--- config.mk ---
export PLATFORM = sky130hd
export DESIGN_NAME = pit_top
export DESIGN_NICKNAME = d
export VERILOG_FILES = /design/src/pit_pkg.sv /design/src/pit_chan.sv /design/src/pit_top.sv
export SDC_FILE = /design/constraint.sdc
export NUM_CORES = 1
export LEC_CHECK = 0
export ABC_CLOCK_PERIOD_IN_PS = 2100
export BUFFER_PORTS_ARGS = -buffer_cell sky130_fd_sc_hd__clkbuf_2
export CORE_UTILIZATION = 25
export DETAILED_ROUTE_END_ITERATION = 8
export PLACE_DENSITY = 0.42
export SETUP_SLACK_MARGIN = 0.3
export SYNTH_ARGS = -nofsm -noshare
export SYNTH_HDL_FRONTEND = slang
export SYNTH_SLANG_ARGS = --single-unit
--- constraint.sdc ---
create_clock -name core_clk -period 2.1 [get_ports core_clk]
set_input_delay 0.42 -clock core_clk [delete_from_list [all_inputs] [get_ports core_clk]]
set_output_delay 0.42 -clock core_clk [all_outputs]
set_load 0.02 [all_outputs]
--- src/pit_pkg.sv ---
// Shared constants and types for the two processor interval timers.
// Assumes a 32-bit APB slave port with word-indexed register numbers.
package pit_pkg;

	// ************************************************************
	// Sizes
	// ************************************************************
	localparam int PIT_NUM = 2;
	localparam int PIT_DW = 32;
	localparam int PIT_AW = 12;
	localparam int PIT_IW = 10;

	// ************************************************************
	// Register indexes (byte address is four times the index)
	// ************************************************************
	localparam logic [PIT_IW-1:0] PIT_T0_COUNT_IDX = 10'h021;
	localparam logic [PIT_IW-1:0] PIT_T0_CTRL_IDX = 10'h022;
	localparam logic [PIT_IW-1:0] PIT_T0_LIMIT_IDX = 10'h023;
	localparam logic [PIT_IW-1:0] PIT_T1_COUNT_IDX = 10'h100;
	localparam logic [PIT_IW-1:0] PIT_T1_CTRL_IDX = 10'h101;
	localparam logic [PIT_IW-1:0] PIT_T1_LIMIT_IDX = 10'h102;

	// ************************************************************
	// Control field positions
	// ************************************************************
	localparam int PIT_IE_BIT = 0;
	localparam int PIT_NH_BIT = 1;
	localparam int PIT_WD_BIT = 2;
	localparam int PIT_IP_BIT = 3;

	// ************************************************************
	// Reset values and timing
	// ************************************************************
	localparam logic [PIT_DW-1:0] PIT_COUNT_RST = 32'h0000_0000;
	localparam logic [PIT_DW-1:0] PIT_LIMIT_RST = 32'h00FF_FFFF;
	localparam logic [PIT_DW-1:0] PIT_RD_ZERO = 32'h0000_0000;
	// Watchdog request follows the limit hit by this many cycles
	localparam int PIT_WD_DELAY = 2;

	// Control flags of one timer
	typedef struct packed {
		logic wd;
		logic nh;
		logic ie;
	} pit_ctrl_t;

	localparam pit_ctrl_t PIT_CTRL_RST = '{wd: 1'b0, nh: 1'b0, ie: 1'b0};

endpackage

--- src/pit_chan.sv ---
// Count register and limit compare of one timer.
// Assumes tick, load and limit come from logic on the same clock.
module pit_chan
	import pit_pkg::*;
#(
	parameter int DW = PIT_DW
) (
	// Clock and reset
	input wire logic core_clk,
	input wire logic arst_n,
	// Control
	input wire logic tick,
	input wire logic load,
	input wire logic [DW-1:0] load_value,
	input wire logic [DW-1:0] limit,
	// State
	output logic [DW-1:0] count,
	output logic hit
);

	// Limit reached on a counting cycle
	assign hit = tick && (count == limit);

	// A load overrides counting so software always wins the race
	always_ff @(posedge core_clk or negedge arst_n) begin
		if (!arst_n) begin
			count <= PIT_COUNT_RST;
		end else if (load) begin
			count <= load_value;
		end else if (hit) begin
			count <= PIT_COUNT_RST;
		end else if (tick) begin
			count <= DW'(count + 1'b1);
		end
	end

endmodule

--- src/pit_top.sv ---
// Two independent 32-bit up-counting timers behind an APB slave.
// Assumes core_clk keeps running while the processor sleeps and that
// cpu_halted and dbg_access come from core logic on the same clock.
module pit_top
	import pit_pkg::*;
#(
	parameter int NUM = PIT_NUM
) (
	// Clock and reset
	input wire logic core_clk,
	input wire logic arst_n,
	// APB slave
	input wire logic psel,
	input wire logic penable,
	input wire logic pwrite,
	input wire logic [PIT_AW-1:0] paddr,
	input wire logic [PIT_DW-1:0] pwdata,
	output logic [PIT_DW-1:0] prdata,
	output logic pready,
	output logic pslverr,
	// Processor status
	input wire logic cpu_halted,
	input wire logic dbg_access,
	// Timer outputs
	output logic [NUM-1:0] irq,
	output logic [NUM-1:0] wdt_rst
);

	// ************************************************************
	// APB transfer phases
	// ************************************************************

	logic acc_done;
	logic [PIT_IW-1:0] idx;
	logic wr_done;
	logic rd_phase;

	// Each access takes one wait state; writes land at the pready edge
	assign acc_done = psel && penable && pready;
	assign wr_done = acc_done && pwrite;
	assign rd_phase = psel && penable && !pready;
	assign idx = paddr[PIT_AW-1:2];

	// ************************************************************
	// Per-timer state
	// ************************************************************

	pit_ctrl_t ctrl [NUM];
	logic [PIT_DW-1:0] limit [NUM];
	logic [PIT_DW-1:0] count [NUM];
	logic [NUM-1:0] hit;
	logic [NUM-1:0] tick;
	logic [NUM-1:0] cnt_wr;
	logic [NUM-1:0] ctl_wr;
	logic [NUM-1:0] lim_wr;
	logic [NUM-1:0] cnt_sel;
	logic [NUM-1:0] ctl_sel;
	logic [NUM-1:0] lim_sel;

	genvar ch;
	generate
		for (ch = 0; ch < NUM; ch++) begin : g_tmr
			logic [PIT_WD_DELAY-1:0] wd_pipe;
			logic irq_set;

			// Register indexes differ only by timer
			assign cnt_sel[ch] = (idx == ((ch == 0) ? PIT_T0_COUNT_IDX : PIT_T1_COUNT_IDX));
			assign ctl_sel[ch] = (idx == ((ch == 0) ? PIT_T0_CTRL_IDX : PIT_T1_CTRL_IDX));
			assign lim_sel[ch] = (idx == ((ch == 0) ? PIT_T0_LIMIT_IDX : PIT_T1_LIMIT_IDX));
			assign cnt_wr[ch] = wr_done && cnt_sel[ch];
			assign ctl_wr[ch] = wr_done && ctl_sel[ch];
			assign lim_wr[ch] = wr_done && lim_sel[ch];

			assign tick[ch] = !dbg_access && !(ctrl[ch].nh && cpu_halted);

			pit_chan #(
				.DW(PIT_DW)
			) u_chan (
				.core_clk(core_clk),
				.arst_n(arst_n),
				.tick(tick[ch]),
				.load(cnt_wr[ch]),
				.load_value(pwdata),
				.limit(limit[ch]),
				.count(count[ch]),
				.hit(hit[ch])
			);

			always_ff @(posedge core_clk or negedge arst_n) begin
				if (!arst_n) begin
					ctrl[ch] <= PIT_CTRL_RST;
				end else if (ctl_wr[ch]) begin
					ctrl[ch].ie <= pwdata[PIT_IE_BIT];
					ctrl[ch].nh <= pwdata[PIT_NH_BIT];
					ctrl[ch].wd <= pwdata[PIT_WD_BIT];
				end
			end

			always_ff @(posedge core_clk or negedge arst_n) begin
				if (!arst_n) begin
					limit[ch] <= PIT_LIMIT_RST;
				end else if (lim_wr[ch]) begin
					limit[ch] <= pwdata;
				end
			end

			assign irq_set = hit[ch] && ctrl[ch].ie && !ctrl[ch].wd;

			// control write clears; a same-cycle hit still wins
			always_ff @(posedge core_clk or negedge arst_n) begin
				if (!arst_n) begin
					irq[ch] <= 1'b0;
				end else if (irq_set) begin
					irq[ch] <= 1'b1;
				end else if (ctl_wr[ch]) begin
					irq[ch] <= 1'b0;
				end
			end

			// delay the watchdog request two cycles
			always_ff @(posedge core_clk or negedge arst_n) begin
				if (!arst_n) begin
					wd_pipe <= '0;
				end else begin
					wd_pipe <= {wd_pipe[PIT_WD_DELAY-2:0], hit[ch] && ctrl[ch].wd};
				end
			end

			// Request is a one-cycle pulse per limit hit
			assign wdt_rst[ch] = wd_pipe[PIT_WD_DELAY-1];

		end
	endgenerate

	// ************************************************************
	// Read data and error decode
	// ************************************************************

	logic [PIT_DW-1:0] next_prdata;
	logic next_pslverr;

	// live count and pending flag on reads
	always_comb begin
		next_prdata = PIT_RD_ZERO;
		next_pslverr = 1'b0;
		if (cnt_sel[0]) begin
			next_prdata = count[0];
		end else if (ctl_sel[0]) begin
			next_prdata[PIT_IE_BIT] = ctrl[0].ie;
			next_prdata[PIT_NH_BIT] = ctrl[0].nh;
			next_prdata[PIT_WD_BIT] = ctrl[0].wd;
			next_prdata[PIT_IP_BIT] = irq[0];
		end else if (lim_sel[0]) begin
			next_prdata = limit[0];
		end else if (cnt_sel[NUM-1]) begin
			next_prdata = count[NUM-1];
		end else if (ctl_sel[NUM-1]) begin
			next_prdata[PIT_IE_BIT] = ctrl[NUM-1].ie;
			next_prdata[PIT_NH_BIT] = ctrl[NUM-1].nh;
			next_prdata[PIT_WD_BIT] = ctrl[NUM-1].wd;
			next_prdata[PIT_IP_BIT] = irq[NUM-1];
		end else if (lim_sel[NUM-1]) begin
			next_prdata = limit[NUM-1];
		end else begin
			// Unmapped index: zero data and an error
			next_pslverr = 1'b1;
		end
	end

	// ************************************************************
	// APB answer registers
	// ************************************************************

	// One wait state gives registered read data and error
	always_ff @(posedge core_clk or negedge arst_n) begin
		if (!arst_n) begin
			pready <= 1'b0;
		end else begin
			pready <= rd_phase;
		end
	end

	// Read data captured in the wait state, held otherwise at zero
	always_ff @(posedge core_clk or negedge arst_n) begin
		if (!arst_n) begin
			prdata <= PIT_RD_ZERO;
		end else if (rd_phase && !pwrite) begin
			prdata <= next_prdata;
		end else if (!rd_phase) begin
			prdata <= PIT_RD_ZERO;
		end
	end

	// Error flag valid alongside pready
	always_ff @(posedge core_clk or negedge arst_n) begin
		if (!arst_n) begin
			pslverr <= 1'b0;
		end else begin
			pslverr <= rd_phase && next_pslverr;
		end
	end
endmodule
==> results of run 1 <==
final cells by class:
| cell class | count | area [um2] |
|---|---|---|
| Clock buffer | 19 | 453 |
| Clock inverter | 13 | 153 |
| Fill cell | 3896 | 24600 |
| Inverter | 9 | 36.3 |
| Multi-Input combinational cell | 743 | 5610 |
| Sequential cell | 174 | 4410 |
| Tap cell | 518 | 648 |
| Timing Repair Buffer | 341 | 2950 |
repair_timing:
action                     4_1_cts  5_1_grt
hold buffers                     1        0
setup buffers                   20        6
gates resized for setup        105       31
pin swaps                       53       35
gates cloned                    11        2
setup endpoints to repair      129      146
hold endpoints to repair        30        0
cell families after synthesis:
group | after synthesis | synth area share (%)
simple gates | 345 | 17.3
fa+ha+maj | 2 | 0.253
mux | 73 | 8.29
xor+xnor | 105 | 9.30
buf+inv | 87 | 3.76
compound gates | 216 | 16.4
flops | 174 | 44.6
synth_stat cells (5+ instances only):
| library cell | instances |
|---|---|
| dfrtp_1 | 126 |
| nand2_1 | 109 |
| xnor2_1 | 79 |
| nor2_1 | 70 |
| clkbuf_1 | 57 |
| dfstp_2 | 48 |
| a22o_1 | 45 |
| mux2_2 | 41 |
| nand4_1 | 41 |
| o21ai_0 | 37 |
| nand3_1 | 32 |
| mux2_1 | 30 |
| a21oi_1 | 28 |
| o21a_1 | 28 |
| a222oi_1 | 27 |
| xor2_1 | 26 |
| nor3_1 | 23 |
| and3_1 | 16 |
| nor4_1 | 14 |
| and2_1 | 9 |
| buf_2 | 9 |
| a31oi_1 | 8 |
| inv_1 | 8 |
| o31ai_1 | 8 |
| a21o_1 | 7 |
| buf_1 | 6 |
| nand3b_1 | 6 |
| and4_1 | 5 |
path summary, 6_finish.rpt:
path                                           from                         to  depth (start not counted)
max in group asynchronous                    arst_n                  limit[34]                          3
worst max register to register            limit[48]  g_tmr[0].u_chan.count[13]                          9
worst min-delay path                     pwdata[17]  g_tmr[1].u_chan.count[17]                          3
worst min register to register  g_tmr[0].wd_pipe[0]        g_tmr[0].wd_pipe[1]                          0
min in group asynchronous                    arst_n  g_tmr[1].u_chan.count[14]                          2
worst max-delay path                      limit[48]  g_tmr[0].u_chan.count[13]                          9
worst register-to-register path, cell delays in order, from the launching register on:
cell and delay, ns:
dfstp_2 0.56, xnor2_2 0.11, buf_4 0.14, nand4_1 0.19
nor4_4 0.30, buf_4 0.17, and3_4 0.22, buf_12 0.16
nor2_4 0.08, a22o_1 0.20
registers in the layout, summed over array words and instances (netlist names):
register / flops
ctrl: 6
g_tmr.u_chan.count: 64
g_tmr.wd_pipe: 4
irq: 2
limit: 64
prdata: 32
pready: 1
pslverr: 1
power breakdown:
group	internal [mW]	total (mW)	switching (mW)
sequential	3.48	3.59	0.101
clock	1.85	3.39	1.54
combinational	0.662	1.48	0.813
through the flow:
step / setup slack (ns) / total power [mW] / TNS, ns
floorplan: -0.324 / 4.29 / -15.61
global route: -0.203 / 8.80 / -9.35
detailed placement: -0.375 / 5.03 / -36.03
CTS: -0.0841 / 8.53 / -2.66
global placement: -0.432 / 5.02 / -38.32
finish: -0.146 / 8.45 / -4.41
layer usage:
| metal | up-vias | GRT usage, % | share of wire (%) |
|---|---|---|---|
| li1 | 4249 | - | - |
| met5 | - | 0 | 0 |
| met4 | 0 | 5.62 | 2.1 |
| met1 | 4619 | 28.0 | 48 |
| met2 | 218 | 30.8 | 46 |
| met3 | 38 | 3.08 | 4.0 |
==> out/qor.yml, run 1 <==
setup_path:
  slowest_delay_ns: 0.56
  startpoint_type: "register"
  crit_fanout: 7
  critPathCaptureType: "register"
  crit_required_ns: 2.42
  critical-path-top-delay-family: "simple AND/OR/NAND/NOR gates"
  r2r_slack_ns: -0.15
  cp_slowest_cell: "dfstp_2"
  cpMostUsedCell: "buf_4"
  path_cells: "xnor2_2, buf_4, nand4_1, nor4_4, buf_4, and3_4, buf_12, nor2_4, a22o_1"
  cp.buffers_inverters: 3
  arrival_ns: 2.57
  worstSetupPathType: "register to register"
detailed_routing:
  finalWirelength_um: 39500
  dr_total_vias: 9124
  wl_per_cell_um: 21.7
  ant_nets: 0
  drt-pass1-iter-count: 8
  drc: 0
  drtIter0Drc: 792
  vias_per_cell: 5.02
floorplan:
  io-pin-count: 89
  start_util_pct: 25.5
  fp.coreArea_mm2: 0.0388
  rows: 72
  dieArea_mm2: 0.0404
  die-width_um: 201
  die_h_um: 201
global_route:
  first_global_vias: 9153
  grt_util_all_layers_pct: 19.7
  grt_pass1_wl_um: 59700
  grt_max_degree: 53
  antenna_found_initial: 1
  grt_overflow: 0
clock_tree:
  cts_sinks: 174
  clockBufferDepth: 2
  root_buffer: "clkbuf_16"
  clk_latency_ns: 0.44
  cts_tree: "built"
  clk_pin_slew_ns: 0.07
  cts_buffers: 17
  htreeDepth: 4
timing:
  drv_slew: 0
  setup_ws_ns: -0.146
  fmax_mhz: 445
  final_hold_viol_count: 0
  final.setup_skew_ns: 0.0146
  period_share_pct: 107
  relSlewSlack_pct: 57.9
  layout_min_cycle_time_ns: 2.25
  grt_setup_unrepaired: "yes"
  fin_hold_ws_ns: 0.284
  worst_slew_pin_slew_ns: 0.632
  setup_viol: 60
finish:
  design_area_mm2: 0.0143
  stdcell_count: 1817
  areaGrowthSynthToFinish_pct: 44.2
  utilization_pct: 36.7
  mostFrequentLayoutCell: "buf_4"
  layout_common_cells: "196 x buf_4, 126 x dfrtp_1, 107 x nand2_1, 84 x clkbuf_2, 75 x xnor2_1"
  nets: 1339
  num_antenna_cells: 0
  layout-drive-gt1-share_pct: 43.3
job:
  drv_cap: 0
logic_synthesis:
  synth_cell_types: 57
  synth_ff_type: "dfrtp_1"
  syn_area_mm2: 0.00989
  ys_ff_latch: 174
  syn_area_per_cell_um2: 9.87
  synth_cells: 1002
  synthTopCellsByArea: "dfrtp_1 32%, dfstp_2 13%, xnor2_1 7.0%"
  syn_nets: 1055
  synth_top_area_share_pct: 31.9
  ys_warn_count: 0
  seq_area_frac_synth_pct: 44.6
  synth_top_area_cell: "dfrtp_1"
  synth_edf_count: 0
  async_flop_share_pct: 100
place:
  port_buffers: 86
  gp_congestion: 0.858
  dpl.cell_count: 1745
  placed_area_mm2: 0.0126
  dp_hpwl_um: 28600
run_status:
  outcome: "complete, but fails checks"
  violations: "setup timing"
power_and_ir_drop:
  ir_drop_mv: 0.468
  p_leak_nw: 6.02
  power-per-cell-area_mw_per_mm2: 593
worst_hold_path:
  min_path_type: "input pin to register"
Power figures use the tool's default switching activity.
==> inputs of run 2 (changes only) <==
--- a/config.mk
+++ b/config.mk
@@ -10,6 +10,7 @@
 export CORE_UTILIZATION = 25
 export DETAILED_ROUTE_END_ITERATION = 8
 export PLACE_DENSITY = 0.42
+export RECOVER_POWER = 50
 export SETUP_SLACK_MARGIN = 0.3
 export SYNTH_ARGS = -nofsm -noshare
 export SYNTH_HDL_FRONTEND = slang
==> out/qor.yml, run 2 (synthesis gave the netlist of run 1 again) <==
timing:
  worst_slew_pin_slew_ns: 1.61  # was 0.632 ns
  final_hold_viol_count: 0  # unchanged
  relSlewSlack_pct: -7.53  # was 57.9%
  period_share_pct: 108  # was 107%
  setup_tns_ns: -4.96  # was -4.41 ns
  setup_ws_ns: -0.161  # was -0.146 ns
  fmax_mhz: 442  # was 445 MHz
  final.setup_skew_ns: 0.0147  # was 0.0146 ns
  grt_setup_unrepaired: "yes"  # unchanged
  layout_min_cycle_time_ns: 2.26  # was 2.25 ns
  setup_viol: 61  # was 60
  drv_slew: 49  # was 0
clock_tree:
  cts_buffers: 17  # unchanged
  clk_latency_ns: 0.44  # about the same
  clk_pin_slew_ns: 0.08  # was 0.07 ns
  cts_sinks: 174  # unchanged
  clockBufferDepth: 2  # unchanged
  root_buffer: "clkbuf_16"  # unchanged
  cts_tree: "built"  # unchanged
  htreeDepth: 4  # unchanged
power_and_ir_drop:
  p_clk_share_pct: 40.1  # about the same
  power-per-cell-area_mw_per_mm2: 594  # was 593 mW/mm2
  ir_drop_mv: 0.469  # was 0.468 mV
  swShare_pct: 29.0  # about the same
  combPwrFrac_pct: 17.4  # was 17.5%
  p_int_mw: 5.99  # was 6.00 mW
  p_switching_mw: 2.45  # about the same
  p_seq_share_pct: 42.5  # was 42.4%
  p_leak_nw: 6.01  # was 6.02 nW
setup_path:
  cp.buffers_inverters: 3  # unchanged
  slowest_delay_ns: 0.57  # was 0.56 ns
  crit_fanout: 7  # unchanged
  critPathCaptureType: "register"  # unchanged
  path_cells: "xnor2_2, buf_4, nand4_1, nor4_4, buf_4, and3_4, buf_12, nor2_4, a22o_1"  # unchanged
  crit_required_ns: 2.42  # about the same
  arrival_ns: 2.58  # was 2.57 ns
  cpMostUsedCell: "buf_4"  # unchanged
  startpoint_type: "register"  # unchanged
  critical-path-top-delay-family: "simple AND/OR/NAND/NOR gates"  # unchanged
  r2r_slack_ns: -0.16  # was -0.15 ns
  cp_slowest_cell: "dfstp_2"  # unchanged
  worstSetupPathType: "register to register"  # unchanged
finish:
  reg_top3: "g_tmr.u_chan.count (64), limit (64), prdata (32)"  # unchanged
  layout_common_cells: "196 x buf_4, 126 x dfrtp_1, 107 x nand2_1, 86 x clkbuf_2, 75 x xnor2_1"  # was 196 x buf_4, 126 x dfrtp_1, 107 x nand2_1, 84 x clkbuf_2, 75 x xnor2_1
  nets: 1339  # unchanged
  design_area_mm2: 0.0142  # was 0.0143 mm2
  mostFrequentLayoutCell: "buf_4"  # unchanged
  num_antenna_cells: 0  # unchanged
  nFillCells: 3899  # was 3896
  areaGrowthSynthToFinish_pct: 43.8  # was 44.2%
  layout-drive-gt1-share_pct: 43.3  # unchanged
detailed_routing:
  ant_nets: 0  # unchanged
  vias_per_cell: 5.00  # was 5.02
  drt-pass1-iter-count: 7  # was 8
  wl_per_cell_um: 21.8  # was 21.7 um
  drc: 0  # unchanged
  finalWirelength_um: 39600  # was 39500 um
  dr_total_vias: 9084  # was 9124
  drtIter0Drc: 797  # was 792
global_route:
  grt_overflow: 0  # unchanged
  first_global_vias: 9153  # unchanged
  grt_max_degree: 53  # unchanged
  grt_util_all_layers_pct: 19.7  # unchanged
  grt_pass1_wl_um: 59700  # unchanged
  antenna_found_initial: 1  # unchanged
place:
  port_buffers: 86  # unchanged
  dp_hpwl_um: 28600  # unchanged
  placed_area_mm2: 0.0126  # unchanged
  pre_cts_slack_ns: -0.375  # unchanged
  gp_congestion: 0.858  # unchanged
job:
  drv_cap: 1  # was 0
floorplan:
  io-pin-count: 89  # unchanged
  fp.coreArea_mm2: 0.0388  # unchanged
  dieArea_mm2: 0.0404  # unchanged
  die_h_um: 201  # unchanged
  rows: 72  # unchanged
  die-width_um: 201  # unchanged
  start_util_pct: 25.5  # unchanged
run_status:
  violations: "capacitance limit, slew limit, setup timing"  # was setup timing
  outcome: "complete, but fails checks"  # unchanged
worst_hold_path:
  min_path_type: "input pin to register"  # unchanged
==> run 2: cell count changes in the layout (fill, tap and decap cells not counted), sizes merged <==
| cell | before | now |
|---|---|---|
| clkbuf | 106 | 107 |
| buf | 253 | 252 |
==> run 2: layout make-up <==
class	instances	area (um2)	share of cell area, %
clock buffers	19	453	3.19
clock inverters	13	153	1.07
inverters	9	36.3	0.255
multi-input cells	743	5610	39.4
flip-flops and latches	174	4410	31.1
well taps	518	648	4.56
repair buffers	341	2910	20.4
==> run 2: worst paths after layout <==
path                                                   to                start  cells after the start
worst min-delay path            g_tmr[1].u_chan.count[23]           pwdata[23]                      3
worst min register to register        g_tmr[0].wd_pipe[1]  g_tmr[0].wd_pipe[0]                      0
max in group asynchronous                       limit[34]               arst_n                      3
worst max register to register  g_tmr[0].u_chan.count[13]            limit[48]                      9
worst max-delay path            g_tmr[0].u_chan.count[13]            limit[48]                      9
min in group asynchronous       g_tmr[1].u_chan.count[14]               arst_n                      2
==> run 2: worst reg2reg max path: stages, from the launching register on <==
cell and delay, ns:
dfstp_2 0.57, xnor2_2 0.11, buf_4 0.14, nand4_1 0.19, nor4_4 0.31, buf_4 0.17
and3_4 0.22, buf_12 0.16, nor2_4 0.08, a22o_1 0.20
==> run 2: timing repair <==
action	in CTS	in global routing
resized for setup	105	31
setup endpoints to repair	129	146
endpoints found under the hold margin	30	0
buffers inserted	20	6
pin swaps	53	35
cloned	11	2
hold buffers	1	0
==> run 2: per-layer routing <==
| layer | up-vias | part of all wire, % | global-route usage, % |
|---|---|---|---|
| li1 | 4248 | - | - |
| met1 | 4586 | 48 | 28.0 |
| met2 | 210 | 46 | 30.8 |
| met3 | 40 | 4.0 | 3.08 |
| met4 | 0 | 2.1 | 5.62 |
| met5 | - | 0 | 0 |
==> run 2: stage by stage <==
| step | hold slack, ns | power [mW] | utilization, % | instances |
|---|---|---|---|---|
| after floorplan | 0.124 | 4.29 | - | 1002 |
| after global placement | 0.336 | 5.02 | 32.4 | 1745 |
| after detailed placement | 0.339 | 5.03 | 32.4 | 1745 |
| after CTS | 0.264 | 8.53 | 36.1 | 1809 |
| after global routing | 0.295 | 8.79 | 36.6 | 1817 |
| final | 0.275 | 8.44 | 36.6 | 1817 |
==> run 2: power groups by stage <==
stage	combinational [mW]	sequential (mW)	clock [mW]
2_1_floorplan	0.656	3.63	0
3_3_place_gp	1.39	3.64	0
3_5_place_dp	1.39	3.64	0
5_1_grt	1.60	3.61	3.59
4_1_cts	1.47	3.59	3.48
6_report	1.47	3.59	3.39
